`config.mk`:
```
export PLATFORM = sky130hd
export DESIGN_NAME = nprpe_host
export DESIGN_NICKNAME = d
export VERILOG_FILES = /design/src/nprpe_pkg.sv /design/src/nprpe_host.sv
export SDC_FILE = /design/constraint.sdc
export NUM_CORES = 1
export LEC_CHECK = 0
export BUFFER_PORTS_ARGS = -buffer_cell sky130_fd_sc_hd__clkbuf_2
export CAP_MARGIN = 20
export CELL_PAD_IN_SITES_DETAIL_PLACEMENT = 1
export CELL_PAD_IN_SITES_GLOBAL_PLACEMENT = 2
export CORE_ASPECT_RATIO = 2
export CORE_MARGIN = 4
export CORE_UTILIZATION = 38
export CTS_BUF_LIST = sky130_fd_sc_hd__clkbuf_16
export DETAILED_ROUTE_END_ITERATION = 8
export PLACE_DENSITY = 0.84
export SYNTH_ARGS = -nofsm -noshare
export SYNTH_HDL_FRONTEND = slang
export SYNTH_SLANG_ARGS = --single-unit
```
`constraint.sdc`:
```
create_clock -name aclk -period 4.4 [get_ports aclk]
set_input_delay 0 -clock aclk [delete_from_list [all_inputs] [get_ports aclk]]
set_output_delay 0 -clock aclk [all_outputs]
set_load 0.1 [all_outputs]
```
`src/nprpe_pkg.sv`:
```
// shared constants, codes and pin bundle of the flash page host controller
package nprpe_pkg;
    // register byte offsets on the axi4-lite slave
    localparam logic [7:0] REG_CTRL = 8'h00;
    localparam logic [7:0] REG_COL = 8'h04;
    localparam logic [7:0] REG_ROW = 8'h08;
    localparam logic [7:0] REG_WDATA = 8'h0c;
    localparam logic [7:0] REG_STAT = 8'h10;
    // status register field positions
    localparam int STAT_BUSY_BIT = 0;
    localparam int STAT_REFUSED_BIT = 1;
    localparam int STAT_RB_BIT = 2;
    localparam int STAT_FSTAT_LSB = 8;
    localparam int STAT_RDATA_LSB = 16;
    // operation codes written to the control register
    localparam logic [3:0] OP_READ = 4'h0;
    localparam logic [3:0] OP_ROUT = 4'h1;
    localparam logic [3:0] OP_PSET = 4'h2;
    localparam logic [3:0] OP_RIN = 4'h3;
    localparam logic [3:0] OP_WBYTE = 4'h4;
    localparam logic [3:0] OP_RBYTE = 4'h5;
    localparam logic [3:0] OP_CONF = 4'h6;
    localparam logic [3:0] OP_STAT = 4'h7;
    localparam logic [3:0] OP_RST = 4'h8;
    // flash command bytes
    localparam logic [7:0] FCMD_READ1 = 8'h00;
    localparam logic [7:0] FCMD_READ2 = 8'h30;
    localparam logic [7:0] FCMD_LOAD = 8'h80;
    localparam logic [7:0] FCMD_RAND_IN = 8'h85;
    localparam logic [7:0] FCMD_PROG = 8'h10;
    localparam logic [7:0] FCMD_STATUS = 8'h70;
    localparam logic [7:0] FCMD_RESET = 8'hff;
    // timing, clock period 100 ns
    localparam int CLK_NS = 100;
    localparam int T_RE_CYCLE_NS = 25;
    localparam int T_WB_NS = 100;
    localparam int RE_LOW_MIN = (T_RE_CYCLE_NS + CLK_NS - 1) / CLK_NS;
    localparam int RD_LOW_CYC = (RE_LOW_MIN > 4) ? RE_LOW_MIN : 4;
    localparam int WB_CYC = ((T_WB_NS + CLK_NS - 1) / CLK_NS < 1) ? 1 : (T_WB_NS + CLK_NS - 1) / CLK_NS;
    localparam int PIN_LAT_CYC = 3; // synchroniser and filter delay on the ready pin
    localparam logic [3:0] MAX_PARTIAL = 4'h4;
    localparam logic [7:0] RESET_STAT = 8'h00;
    // pins driven toward the flash
    typedef struct packed {
        logic ce_n;
        logic cle;
        logic ale;
        logic we_n;
        logic re_n;
        logic io_oe_n;
        logic [7:0] io_out;
    } nprpe_pins_s;
endpackage
```
`src/nprpe_host.sv`:
```
// host controller that runs page read and page program sequences on a nand flash
//
// The placing of the registers and the AXI4-Lite slave port are this design's own decisions.
`timescale 1ns/10ps
module nprpe_host import nprpe_pkg::*; #(
    parameter logic [7:0] CMD_ROUT1 = 8'h05, // random output first command
    parameter logic [7:0] CMD_ROUT2 = 8'he0 // random output second command
) (
    input wire logic aclk, // clock, 10 mhz
    input wire logic aresetn, // synchronous reset, low active
    input wire logic ce, // clock enable, freezes state when low
    input wire logic [7:0] s_awaddr, // write address
    input wire logic s_awvalid, // write address valid
    output logic s_awready, // write address ready
    input wire logic [31:0] s_wdata, // write data
    input wire logic [3:0] s_wstrb, // write byte enables
    input wire logic s_wvalid, // write data valid
    output logic s_wready, // write data ready
    output logic [1:0] s_bresp, // write response
    output logic s_bvalid, // write response valid
    input wire logic s_bready, // write response ready
    input wire logic [7:0] s_araddr, // read address
    input wire logic s_arvalid, // read address valid
    output logic s_arready, // read address ready
    output logic [31:0] s_rdata, // read data
    output logic [1:0] s_rresp, // read response
    output logic s_rvalid, // read data valid
    input wire logic s_rready, // read data ready
    output nprpe_pins_s pins, // flash control and data out
    input wire logic [7:0] io_in, // flash data in
    input wire logic rb // flash ready, low while busy
);
    typedef enum {S_IDLE, S_CMD1, S_ADDR, S_CMD2, S_DATA, S_WB, S_RDY, S_STATCMD, S_STATRD} nprpe_state_e;

    // byte merge under write strobes
    function automatic logic [31:0] wmask(input logic [31:0] old, input logic [31:0] nw, input logic [3:0] st);
        logic [31:0] r;
        r = old;
        for (int i = 0; i < 4; i++) begin
            if (st[i]) begin
                r[i*8 +: 8] = nw[i*8 +: 8];
            end
        end
        return r;
    endfunction

    // address cycle byte: two column then three row
    function automatic logic [7:0] addr_byte(input logic [2:0] i, input logic [11:0] col, input logic [16:0] row);
        logic [7:0] b;
        b = 8'h00;
        unique case (i)
            3'h0: b = col[7:0];
            3'h1: b = {4'h0, col[11:8]};
            3'h2: b = row[7:0];
            3'h3: b = row[15:8];
            default: b = {7'h00, row[16]};
        endcase
        return b;
    endfunction

    // state after the command and address part
    function automatic nprpe_state_e tail(input logic wt, input logic st);
        return wt ? S_WB : (st ? S_STATCMD : S_IDLE);
    endfunction

    nprpe_state_e state_r, state_nxt;
    nprpe_pins_s pins_r, pins_nxt;
    logic [3:0] cnt_r, cnt_nxt;
    logic [2:0] aidx_r, aidx_nxt, na_r, na_nxt;
    logic [7:0] c1_r, c1_nxt, c2_r, c2_nxt, fstat_r, fstat_nxt, rdat_r, rdat_nxt;
    logic has2_r, has2_nxt, wt_r, wt_nxt, st_r, st_nxt, rd_r, rd_nxt;
    logic setup_r, setup_nxt, loaded_r, loaded_nxt, refused_r, refused_nxt, go_r, go_nxt;
    logic [3:0] op_r, op_nxt, part_r, part_nxt;
    logic [16:0] last_row_r, last_row_nxt;
    logic last_vld_r, last_vld_nxt;
    logic [31:0] col_r, col_nxt, row_r, row_nxt, wd_r, wd_nxt;
    logic [2:0] rb_s_r;
    logic rb_q_r, rb_q_nxt;
    logic [7:0] io_s1_r, io_s2_r, io_s3_r, io_f_r, io_f_nxt;
    logic aw_have_r, aw_have_nxt, w_have_r, w_have_nxt, bvalid_r, bvalid_nxt, rvalid_r, rvalid_nxt;
    logic [7:0] awaddr_r, awaddr_nxt;
    logic [31:0] wdat_r, wdat_nxt, rdata_r, rdata_nxt;
    logic [1:0] bresp_r, bresp_nxt, rresp_r, rresp_nxt;
    logic [3:0] wstb_r, wstb_nxt;
    logic aw_rdy_r, aw_rdy_nxt, w_rdy_r, w_rdy_nxt, ar_rdy_r, ar_rdy_nxt;
    logic wr_done, wr_cyc, last_step;
    logic [7:0] byte_out;

    assign pins = pins_r;
    assign s_awready = aw_rdy_r;
    assign s_wready = w_rdy_r;
    assign s_bvalid = bvalid_r;
    assign s_bresp = bresp_r;
    assign s_arready = ar_rdy_r;
    assign s_rvalid = rvalid_r;
    assign s_rdata = rdata_r;
    assign s_rresp = rresp_r;

    // pin filters: a change counts when second and third stage agree
    always_comb begin
        rb_q_nxt = (rb_s_r[1] == rb_s_r[2]) ? rb_s_r[2] : rb_q_r;
        io_f_nxt = (io_s2_r == io_s3_r) ? io_s3_r : io_f_r;
    end

    // bus slave and sequencer next state
    always_comb begin
        state_nxt = state_r; pins_nxt = pins_r; cnt_nxt = cnt_r; aidx_nxt = aidx_r; na_nxt = na_r;
        c1_nxt = c1_r; c2_nxt = c2_r; fstat_nxt = fstat_r; rdat_nxt = rdat_r; has2_nxt = has2_r;
        wt_nxt = wt_r; st_nxt = st_r; rd_nxt = rd_r; setup_nxt = setup_r; loaded_nxt = loaded_r;
        refused_nxt = refused_r; go_nxt = go_r; op_nxt = op_r; part_nxt = part_r;
        last_row_nxt = last_row_r; last_vld_nxt = last_vld_r; col_nxt = col_r; row_nxt = row_r; wd_nxt = wd_r;
        aw_have_nxt = aw_have_r; w_have_nxt = w_have_r; bvalid_nxt = bvalid_r; rvalid_nxt = rvalid_r;
        awaddr_nxt = awaddr_r; wdat_nxt = wdat_r; rdata_nxt = rdata_r; bresp_nxt = bresp_r; rresp_nxt = rresp_r;
        wstb_nxt = wstb_r;
        wr_cyc = 1'b0; wr_done = 1'b0; last_step = 1'b0; byte_out = 8'h00;
        // axi write: address and data in either order, response after both
        if (s_awvalid && s_awready) begin
            aw_have_nxt = 1'b1;
            awaddr_nxt = s_awaddr;
        end
        if (s_wvalid && s_wready) begin
            w_have_nxt = 1'b1;
            wdat_nxt = wmask(32'h0, s_wdata, s_wstrb);
            wstb_nxt = s_wstrb; // strobes kept, the bus may move on before the write lands
        end
        if (s_bvalid && s_bready) begin
            bvalid_nxt = 1'b0;
        end
        if (aw_have_r && w_have_r && !bvalid_r) begin
            aw_have_nxt = 1'b0; w_have_nxt = 1'b0; bvalid_nxt = 1'b1; bresp_nxt = 2'b00;
            unique case (awaddr_r)
                REG_CTRL: begin
                    if (state_r == S_IDLE && !go_r) begin
                        go_nxt = 1'b1;
                        op_nxt = wdat_r[3:0];
                    end else begin
                        refused_nxt = 1'b1;
                    end
                end
                REG_COL: col_nxt = wmask(col_r, wdat_r & 32'h0000_0fff, wstb_r);
                REG_ROW: row_nxt = wmask(row_r, wdat_r & 32'h0001_ffff, wstb_r);
                REG_WDATA: wd_nxt = wmask(wd_r, wdat_r & 32'h0000_00ff, wstb_r);
                REG_STAT: if (wdat_r[STAT_REFUSED_BIT]) refused_nxt = 1'b0;
                default: bresp_nxt = 2'b10;
            endcase
        end
        // axi read
        if (s_rvalid && s_rready) begin
            rvalid_nxt = 1'b0;
        end
        if (s_arvalid && s_arready) begin
            rvalid_nxt = 1'b1; rresp_nxt = 2'b00; rdata_nxt = 32'h0;
            unique case (s_araddr)
                REG_CTRL: rdata_nxt = {28'h0, op_r};
                REG_COL: rdata_nxt = col_r;
                REG_ROW: rdata_nxt = row_r;
                REG_WDATA: rdata_nxt = wd_r;
                REG_STAT: begin
                    rdata_nxt[STAT_BUSY_BIT] = (state_r != S_IDLE) || go_r;
                    rdata_nxt[STAT_REFUSED_BIT] = refused_r;
                    rdata_nxt[STAT_RB_BIT] = rb_q_r;
                    rdata_nxt[STAT_FSTAT_LSB +: 8] = fstat_r;
                    rdata_nxt[STAT_RDATA_LSB +: 8] = rdat_r;
                end
                default: rresp_nxt = 2'b10;
            endcase
        end
        // readys registered from the next handshake state
        aw_rdy_nxt = !aw_have_nxt && !bvalid_nxt;
        w_rdy_nxt = !w_have_nxt && !bvalid_nxt;
        ar_rdy_nxt = !rvalid_nxt;
        // strobe timing: write cycle in three steps, read cycle with a long low phase
        cnt_nxt = cnt_r + 4'h1;
        unique case (state_r)
            S_CMD1, S_CMD2, S_STATCMD: begin
                wr_cyc = 1'b1;
                byte_out = (state_r == S_CMD1) ? c1_r : ((state_r == S_CMD2) ? c2_r : FCMD_STATUS);
            end
            S_ADDR: begin
                wr_cyc = 1'b1;
                byte_out = addr_byte(aidx_r, col_r[11:0], row_r[16:0]);
            end
            S_DATA: begin
                wr_cyc = !rd_r;
                byte_out = wd_r[7:0];
            end
            default: wr_cyc = 1'b0;
        endcase
        if (wr_cyc) begin
            pins_nxt.cle = (state_r == S_CMD1) || (state_r == S_CMD2) || (state_r == S_STATCMD);
            pins_nxt.ale = (state_r == S_ADDR);
            pins_nxt.io_out = byte_out;
            pins_nxt.io_oe_n = 1'b0;
            pins_nxt.we_n = (cnt_r != 4'h1); // data latched at the rising edge
            wr_done = (cnt_r == 4'h2);
        end else if ((state_r == S_DATA && rd_r) || state_r == S_STATRD) begin
            pins_nxt.cle = 1'b0; pins_nxt.ale = 1'b0; pins_nxt.io_oe_n = 1'b1;
            pins_nxt.re_n = (cnt_r >= 4'(RD_LOW_CYC));
            wr_done = (cnt_r == 4'(RD_LOW_CYC));
            if (cnt_r == 4'(RD_LOW_CYC)) begin
                if (state_r == S_STATRD) fstat_nxt = io_f_nxt; // filtered byte settles now
                else rdat_nxt = io_f_nxt;
            end
        end
        if (wr_done) cnt_nxt = 4'h0;
        unique case (state_r)
            S_IDLE: begin
                pins_nxt.ce_n = 1'b1; pins_nxt.cle = 1'b0; pins_nxt.ale = 1'b0;
                pins_nxt.we_n = 1'b1; pins_nxt.re_n = 1'b1; pins_nxt.io_oe_n = 1'b1;
                cnt_nxt = 4'h0; aidx_nxt = 3'h0;
                if (go_r) begin
                    go_nxt = 1'b0;
                    pins_nxt.ce_n = 1'b0;
                    has2_nxt = 1'b0; wt_nxt = 1'b0; st_nxt = 1'b0; rd_nxt = 1'b0; na_nxt = 3'h0;
                    state_nxt = S_CMD1;
                    unique case (op_r)
                        OP_READ: begin // 00h sent even though latched at power-up
                            c1_nxt = FCMD_READ1; c2_nxt = FCMD_READ2; na_nxt = 3'h5; has2_nxt = 1'b1;
                            wt_nxt = 1'b1; setup_nxt = 1'b0; loaded_nxt = 1'b0;
                        end
                        OP_ROUT: begin
                            c1_nxt = CMD_ROUT1; c2_nxt = CMD_ROUT2; na_nxt = 3'h2; has2_nxt = 1'b1;
                        end
                        OP_PSET: begin
                            if (last_vld_r && row_r[16:6] == last_row_r[16:6] && row_r[5:0] < last_row_r[5:0]) begin
                                refused_nxt = 1'b1; state_nxt = S_IDLE;
                            end else if (last_vld_r && row_r[16:0] == last_row_r && part_r >= MAX_PARTIAL) begin
                                refused_nxt = 1'b1; state_nxt = S_IDLE;
                            end else begin
                                c1_nxt = FCMD_LOAD; na_nxt = 3'h5; setup_nxt = 1'b1; loaded_nxt = 1'b0;
                                part_nxt = (last_vld_r && row_r[16:0] == last_row_r) ? part_r + 4'h1 : 4'h1;
                                last_row_nxt = row_r[16:0]; last_vld_nxt = 1'b1;
                            end
                        end
                        OP_RIN: begin // no copy-back is issued, so no sector rule applies
                            c1_nxt = FCMD_RAND_IN; na_nxt = 3'h2;
                            if (!setup_r) begin
                                refused_nxt = 1'b1; state_nxt = S_IDLE;
                            end
                        end
                        OP_WBYTE: begin // only bytes software writes are loaded
                            state_nxt = setup_r ? S_DATA : S_IDLE;
                            if (!setup_r) refused_nxt = 1'b1; // overrides a clear of this cycle
                            loaded_nxt = loaded_r || setup_r;
                        end
                        OP_RBYTE: begin
                            state_nxt = S_DATA; rd_nxt = 1'b1;
                        end
                        OP_CONF: begin
                            c1_nxt = FCMD_PROG; wt_nxt = 1'b1; st_nxt = 1'b1;
                            setup_nxt = 1'b0; loaded_nxt = 1'b0;
                            if (!loaded_r) begin
                                refused_nxt = 1'b1; state_nxt = S_IDLE;
                            end
                        end
                        OP_STAT: state_nxt = S_STATCMD;
                        OP_RST: begin
                            c1_nxt = FCMD_RESET; wt_nxt = 1'b1; setup_nxt = 1'b0; loaded_nxt = 1'b0;
                        end
                        default: begin
                            refused_nxt = 1'b1; state_nxt = S_IDLE;
                        end
                    endcase
                end
            end
            S_CMD1: if (wr_done) state_nxt = (na_r != 3'h0) ? S_ADDR : (has2_r ? S_CMD2 : tail(wt_r, st_r));
            S_ADDR: begin
                last_step = (aidx_r == na_r - 3'h1);
                if (wr_done) begin
                    aidx_nxt = aidx_r + 3'h1;
                    if (last_step) state_nxt = has2_r ? S_CMD2 : tail(wt_r, st_r);
                end
            end
            S_CMD2: if (wr_done) state_nxt = tail(wt_r, st_r);
            S_DATA: if (wr_done) state_nxt = S_IDLE;
            S_WB: begin
                pins_nxt.we_n = 1'b1; pins_nxt.cle = 1'b0; pins_nxt.io_oe_n = 1'b1;
                if (cnt_r >= 4'(WB_CYC + PIN_LAT_CYC)) begin // busy must pass the pin filter first
                    cnt_nxt = 4'h0; state_nxt = S_RDY;
                end
            end
            S_RDY: begin // device busy on its ready pin
                cnt_nxt = 4'h0;
                if (rb_q_r) state_nxt = st_r ? S_STATCMD : S_IDLE;
            end
            S_STATCMD: if (wr_done) state_nxt = S_STATRD;
            S_STATRD: if (wr_done) state_nxt = S_IDLE;
        endcase
    end

    // registers, frozen while the clock enable is low
    always_ff @(posedge aclk) begin
        if (!aresetn) begin
            state_r <= S_IDLE; pins_r <= '{ce_n: 1'b1, cle: 1'b0, ale: 1'b0, we_n: 1'b1, re_n: 1'b1,
                io_oe_n: 1'b1, io_out: 8'h00};
            cnt_r <= 4'h0; aidx_r <= 3'h0; na_r <= 3'h0; c1_r <= 8'h00; c2_r <= 8'h00;
            fstat_r <= RESET_STAT; rdat_r <= 8'h00; has2_r <= 1'b0; wt_r <= 1'b0; st_r <= 1'b0; rd_r <= 1'b0;
            setup_r <= 1'b0; loaded_r <= 1'b0; refused_r <= 1'b0; go_r <= 1'b0; op_r <= 4'h0; part_r <= 4'h0;
            last_row_r <= 17'h0; last_vld_r <= 1'b0; col_r <= 32'h0; row_r <= 32'h0; wd_r <= 32'h0;
            rb_s_r <= 3'h7; rb_q_r <= 1'b1; io_s1_r <= 8'h00; io_s2_r <= 8'h00; io_s3_r <= 8'h00; io_f_r <= 8'h00;
            aw_have_r <= 1'b0; w_have_r <= 1'b0; bvalid_r <= 1'b0; rvalid_r <= 1'b0; awaddr_r <= 8'h00;
            wdat_r <= 32'h0; rdata_r <= 32'h0; bresp_r <= 2'b00; rresp_r <= 2'b00;
            wstb_r <= 4'h0; aw_rdy_r <= 1'b0; w_rdy_r <= 1'b0; ar_rdy_r <= 1'b0;
        end else if (ce) begin
            state_r <= state_nxt; pins_r <= pins_nxt; cnt_r <= cnt_nxt; aidx_r <= aidx_nxt; na_r <= na_nxt;
            c1_r <= c1_nxt; c2_r <= c2_nxt; fstat_r <= fstat_nxt; rdat_r <= rdat_nxt; has2_r <= has2_nxt;
            wt_r <= wt_nxt; st_r <= st_nxt; rd_r <= rd_nxt; setup_r <= setup_nxt; loaded_r <= loaded_nxt;
            refused_r <= refused_nxt; go_r <= go_nxt; op_r <= op_nxt; part_r <= part_nxt;
            last_row_r <= last_row_nxt; last_vld_r <= last_vld_nxt; col_r <= col_nxt; row_r <= row_nxt;
            wd_r <= wd_nxt; rb_s_r <= {rb_s_r[1:0], rb}; rb_q_r <= rb_q_nxt;
            io_s1_r <= io_in; io_s2_r <= io_s1_r; io_s3_r <= io_s2_r; io_f_r <= io_f_nxt;
            aw_have_r <= aw_have_nxt; w_have_r <= w_have_nxt; bvalid_r <= bvalid_nxt; rvalid_r <= rvalid_nxt;
            awaddr_r <= awaddr_nxt; wdat_r <= wdat_nxt; rdata_r <= rdata_nxt; bresp_r <= bresp_nxt;
            rresp_r <= rresp_nxt;
            wstb_r <= wstb_nxt; aw_rdy_r <= aw_rdy_nxt; w_rdy_r <= w_rdy_nxt; ar_rdy_r <= ar_rdy_nxt;
        end
    end

    // checks on the sequencing toward the flash
    property p_cmd_order;
        @(posedge aclk) disable iff (!aresetn) (state_r == S_CMD2 && $past(state_r) != S_CMD2) |-> $past(state_r) == S_ADDR;
    endproperty
    a_cmd_order: assert property (p_cmd_order) else $error("second command not after address");
    property p_wait_busy;
        @(posedge aclk) disable iff (!aresetn) (ce && state_r == S_RDY && !rb_q_r) |=> state_r == S_RDY;
    endproperty
    a_wait_busy: assert property (p_wait_busy) else $error("left wait while busy");
    property p_re_low;
        @(posedge aclk) disable iff (!aresetn) $fell(pins_r.re_n) |-> (!pins_r.re_n)[*4];
    endproperty
    a_re_low: assert property (p_re_low) else $error("read strobe low too short");
    property p_partial;
        @(posedge aclk) disable iff (!aresetn) part_r <= MAX_PARTIAL;
    endproperty
    a_partial: assert property (p_partial) else $error("too many partial programs");
    property p_load_first;
        @(posedge aclk) disable iff (!aresetn) (pins_r.cle && !pins_r.we_n && pins_r.io_out == FCMD_PROG) |-> $past(loaded_r, 3);
    endproperty
    a_load_first: assert property (p_load_first) else $error("program confirm without load");
    property p_busy_cmds;
        @(posedge aclk) disable iff (!aresetn) (pins_r.cle && !pins_r.we_n && !rb_q_r) |->
            (pins_r.io_out == FCMD_STATUS || pins_r.io_out == FCMD_RESET);
    endproperty
    a_busy_cmds: assert property (p_busy_cmds) else $error("illegal command while busy");
    property p_stat_read;
        @(posedge aclk) disable iff (!aresetn || !ce) (state_r == S_STATCMD && $past(state_r) != S_STATCMD) |->
            ##[3:4] state_r == S_STATRD ##[5:6] state_r == S_IDLE;
    endproperty
    a_stat_read: assert property (p_stat_read) else $error("status not read back");
    property p_ready_before_idle;
        @(posedge aclk) disable iff (!aresetn) (state_r != S_RDY && $past(state_r) == S_RDY) |-> $past(rb_q_r);
    endproperty
    a_ready_before_idle: assert property (p_ready_before_idle) else $error("left busy wait early");
    property p_ascending;
        @(posedge aclk) disable iff (!aresetn) $changed(last_row_r) && $past(last_vld_r) &&
            last_row_r[16:6] == $past(last_row_r[16:6]) |-> last_row_r[5:0] >= $past(last_row_r[5:0]);
    endproperty
    a_ascending: assert property (p_ascending) else $error("page order descending");
endmodule // nprpe_host

```
==> run metrics, run 1 <==
EDFF count, synth=0; Switching Share=0.337; Initial Util=0.388; CP Capture Type=register; number of CTS-inserted buffers=21; residual DRC count=0; Critical Path AT=3320 ps; Resized Gates After CTS=0; vias in the first global route=9382; clk buf depth=3; Final Skew=11.2 ps; Post-CTS Setup Inserts=0; MaxCap Viol Count=0; Area Growth Syn to Fin=19.2%; die area=29200 um2; most frequent cells in the layout=218 x dfxtp_1, 156 x nor2_1, 134 x nand2_1, 104 x a21oi_1, 96 x clkbuf_2; DP Wirelength=23500 um; Static Leak=0.00452 uW; Synth Instances=1179; Port Buffers=97; drt first pass iters=6; clock-pin slew on the worst setup and hold paths=70 ps; warnings from Yosys=0; sequential element share of the synthesized area=0.435; gpl congestion=0.852; layout cells sized above 1=0.127; Flop pwr share=0.430; via count=9019; combinational power share=0.228; initial antenna violation count=0; Worst setup SP type=register; Via-to-Cell Ratio=5.48; post-synthesis register bit count=218; actual slew at the worst max-slew pin=928 ps; Max-slew headroom=0.379; CTS tree=yes; DR WL/cell=19.9 um; diode count=0; fmax=342 MHz; Inst Count DP=1551; Die Y=238 um; post-synthesis cell area=10000 um2; Post-synth top flop=dfxtp_1; largest net degree at the start of global routing=94; Netlist cell types=71; worst-path fanout max=20; share of Yosys cell area claimed by the top area cell type=0.435; global-route wire length before repair=51700 um; min Tclk post-route=2920 ps; gr usage total=0.225; Max Slew Vio Count=0; # H-tree levels=1; PD cells=413 nW/um2; Final setup viols=0; P_sw=1670 uW; Synth area leaders=dfxtp_1 43%, mux2i_1 9.1%, nor2_1 5.8%; setup_tns=0 ps; worst vdd ir=0.308 mV; Detailed Route WL=32800 um; Overflow after GRT=0; biggest area consumer among synthesized cells=dfxtp_1; WP data required=4800 ps; root buffer cell=clkbuf_16; RSZ-0062 raised after global routing=no; worst hold path type=in -> reg; Die W=123 um; leading cell type in the layout, fill and taps excluded=dfxtp_1; Final period util=0.665; mean post-synth cell area=8.51 um2; I/O Pins=124; FP Rows=83; Crit Path Class=reg -> reg; Synth async-reset ratio=0; Clk pwr share=0.342; latest clock arrival within the worst-skew pair=510 ps; Final Net Count=1381; P_int=3280 uW; run status=finished, final reports clean; Iter 0 DRT Violations=472; Final Hold Viols=0; Final Instance Count excl. Fillers=1647; # hold bufs at CTS=60; post-route ant nets=0; core box area=25900 um2; clk sinks=218
[critical path, stage by stage, from the launching register on]
cell	delay (ps)
dfxtp_1	850
or3b_2	540
o211ai_1	300
and2_1	660
o2111ai_1	270
o211a_1	200
[metal layers]
| layer | GRT usage | wire length, um |
|---|---|---|
| met3 | 0.0218 | 980 |
| met2 | 0.433 | 18100 |
| met1 | 0.237 | 11900 |
| met4 | 0.107 | 1810 |
| met5 | 0 | 0 |
[power groups by stage]
stage / combinational (uW) / clock (uW) / sequential, uW
2_1_floorplan: 571 / 0 / 2420
3_3_place_gp: 1070 / 0 / 2170
3_5_place_dp: 1090 / 0 / 2170
4_1_cts: 1120 / 1740 / 2120
5_1_grt: 1190 / 1820 / 2140
6_report: 1130 / 1690 / 2130
[cells in the mapped netlist, drive strengths merged, types with 5 or more instances]
| cell | instances |
|---|---|
| a221oi | 13 |
| nor2 | 156 |
| dfxtp | 218 |
| o211a | 6 |
| nand4 | 10 |
| a21oi | 104 |
| nand2 | 134 |
| clkbuf | 66 |
| mux2 | 6 |
| and2 | 13 |
| o211ai | 6 |
| o21ai | 45 |
| and3 | 6 |
| mux2i | 91 |
| nor3 | 31 |
| nand2b | 8 |
| nor3b | 8 |
| nor2b | 10 |
| buf | 24 |
| inv | 25 |
| a211oi | 22 |
| a31oi | 5 |
| a22oi | 15 |
| ha | 18 |
| xnor2 | 23 |
| nand3 | 47 |
[final cells by class]
type                       count  area [um2]
fill                        3048       13900
multi-input combinational    855        5240
sequential                   218        4360
timing repair buffer         173        1220
clock buffer                  21         526
tap                          340         425
inverter                      25        98.8
clock inverter                15        91.3
[path summary, 6_finish.rpt]
path	slack, ps	cells after the start	end	start
setup / recovery	1480	5	pins[4]$_SDFFE_PN0P_	state_r[2]$_SDFFE_PN0P_
hold / removal	10	5	s_rresp[1]$_SDFFE_PN0P_	s_araddr[6]
setup reg to reg	1480	5	pins[4]$_SDFFE_PN0P_	state_r[2]$_SDFFE_PN0P_
hold reg to reg	450	2	s_rdata[19]$_SDFFE_PN0P_	s_rdata[19]$_SDFFE_PN0P_
[sequential cells by signal, summed over array words and instances (netlist names), 8 cells and up]
signal / flops
io_s2_r: 8
row_r: 17
col_r: 12
last_row_r: 17
io_f_r: 8
pins: 14
fstat_r: 8
wd_r: 8
rdat_r: 8
awaddr_r: 8
io_s3_r: 8
wdat_r: 17
s_rdata: 24
io_s1_r: 8
[logic make-up after synthesis]
kind of cell | Yosys count | synth area share
buffers and inverters | 115 | 0.0476
flip-flops | 218 | 0.435
other | 1 | 0.000374
adder cells (fa/ha/maj) | 18 | 0.0224
multiplexers | 100 | 0.104
AO/OA/AOI/OAI | 253 | 0.160
XOR/XNOR | 23 | 0.0201
AND/OR/NAND/NOR | 451 | 0.211
[through the flow]
step           cell area [um2]  utilization  power (uW)  setup slack [ps]  hold WS (ps)
3_5_place_dp             10700        0.416        3250              1500           229
3_3_place_gp             10700        0.416        3240              1540           219
5_1_grt                  12000        0.463        5150              1320          83.7
6_report                 12000        0.463        4950              1480          11.6
2_1_floorplan            10100            -        2990              2100           128
4_1_cts                  12000        0.463        4990              1470          3.66
No activity file was read; power rests on OpenSTA's default activity.
==> run 2: changes to the inputs <==
Settings changed: CORE_UTILIZATION 38 to 35, PLACE_DENSITY 0.84 to 0.78.
Clock period 4.4 ns to 2.7 ns, I/O delays scaled along.
==> run metrics, run 2 (synthesis gave the netlist of run 1 again) <==
residual DRC count=0; met3 wire len=821 um; Final Instance Count excl. Fillers=1699; Reg area=4360 um2; clk buf depth=3; Area Growth Syn to Fin=22.9%; Final Util=0.436; top layer in use=met4; diode count=0; R2R Setup Slk=250 ps; Final setup viols=0; worst-path fanout max=12; Final period util=0.907; setup_tns=0 ps; clk sinks=218; failing checks=hold timing; Worst setup SP type=register; largest net degree at the start of global routing=70; initial antenna violation count=0; Critical Path AT=2880 ps; MaxCap Viol Count=0; Post-CTS Setup Inserts=0; Initial Util=0.355; FP Rows=87; Final Hold Viols=2; Final Net Count=1417; Fill cells=3378; leading cell type in the layout, fill and taps excluded=dfxtp_1; DP Wirelength=24300 um; Die W=128 um; DRT met1 WL=12100 um; actual slew at the worst max-slew pin=841 ps; max reg flops=24; Via-to-Cell Ratio=5.38; via count=9136; RSZ-0062 raised after global routing=no; Iter 0 DRT Violations=414; global-route wire length before repair=52400 um; WP data required=3130 ps; Max-slew headroom=0.439; CTS tree=yes; post-route ant nets=0; worst hold path type=in -> reg; Crit Path Class=reg -> reg; latest clock arrival within the worst-skew pair=520 ps; drt first pass iters=4; Max Slew Vio Count=0; worst vdd ir=0.624 mV; Overflow after GRT=0; DR WL/cell=19.6 um; Inst Count DP=1602; gpl congestion=0.861; Port Buffers=97; vias in the first global route=9493; Resized Gates After CTS=0; most frequent cells in the layout=218 x dfxtp_1, 156 x nor2_1, 134 x nand2_1, 104 x a21oi_1, 96 x clkbuf_2; layout cells sized above 1=0.154; CP Capture Type=register; core box area=28300 um2; gr usage total=0.210; die area=31600 um2; min Tclk post-route=2450 ps; area of the multi-input gates=5240 um2; Die Y=248 um; number of CTS-inserted buffers=22; PD cells=674 nW/um2; fmax=408 MHz; run status=finished with violations; WHS=-13.2 ps; Static Leak=0.00474 uW; clock-pin slew on the worst setup and hold paths=70 ps; DR WL met2=18500 um; root buffer cell=clkbuf_16; Total Power=8320 uW; # H-tree levels=1; Detailed Route WL=33300 um; Final Skew=14.8 ps; I/O Pins=124
[run 2: metal layers]
metal  up-vias  GRT usage
met3        75     0.0209
met5         -          0
met1      4468      0.214
met4         0      0.113
met2       164      0.409
li1       4429          -
[run 2: through the flow]
step / worst slack, ps / hold WS, ps / cell area (um2)
2_1_floorplan: 399 / 128 / 10100
3_3_place_gp: 346 / 221 / 11100
3_5_place_dp: 297 / 231 / 11100
4_1_cts: 270 / 4.56 / 12300
5_1_grt: 53.4 / 32.7 / 12300
6_report: 251 / -13.2 / 12300
[run 2: where the power goes]
| group | switching [uW] | internal [uW] | total, uW |
|---|---|---|---|
| Sequential | 135 | 3330 | 3470 |
| Combinational | 1330 | 579 | 1910 |
| Clock | 1310 | 1630 | 2950 |
[run 2: critical path, cell delays in order (launching register included)]
cell      delay (ps)
dfxtp_1          630
or3b_2           240
o211ai_1         130
a221oi_1         370
o21ai_0          150
or4b_2           640
a31oi_1          200
[run 2: layout make-up]
type	instances	area share
tap	356	0.0361
inverter	25	0.00801
clock buffer	23	0.0466
sequential	218	0.354
timing repair buffer	208	0.123
clock inverter	14	0.00760
multi-input combinational	855	0.425
[run 2: final timing paths]
check                                               from  cells past startpoint                  endpoint
worst max-delay path             state_r[1]$_SDFFE_PN0P_                      6     cnt_r[3]$_SDFFE_PN0P_
worst min-delay path                             aresetn                      3    aidx_r[0]$_SDFFE_PN0P_
worst max register to register   state_r[1]$_SDFFE_PN0P_                      6     cnt_r[3]$_SDFFE_PN0P_
worst min register to register  s_rdata[21]$_SDFFE_PN0P_                      2  s_rdata[21]$_SDFFE_PN0P_
[run 2: repair_timing]
item	4_1_cts	5_1_grt
hold buffers	60	0
endpoints found under the setup margin	0	0
hold endpoints to repair	43	0
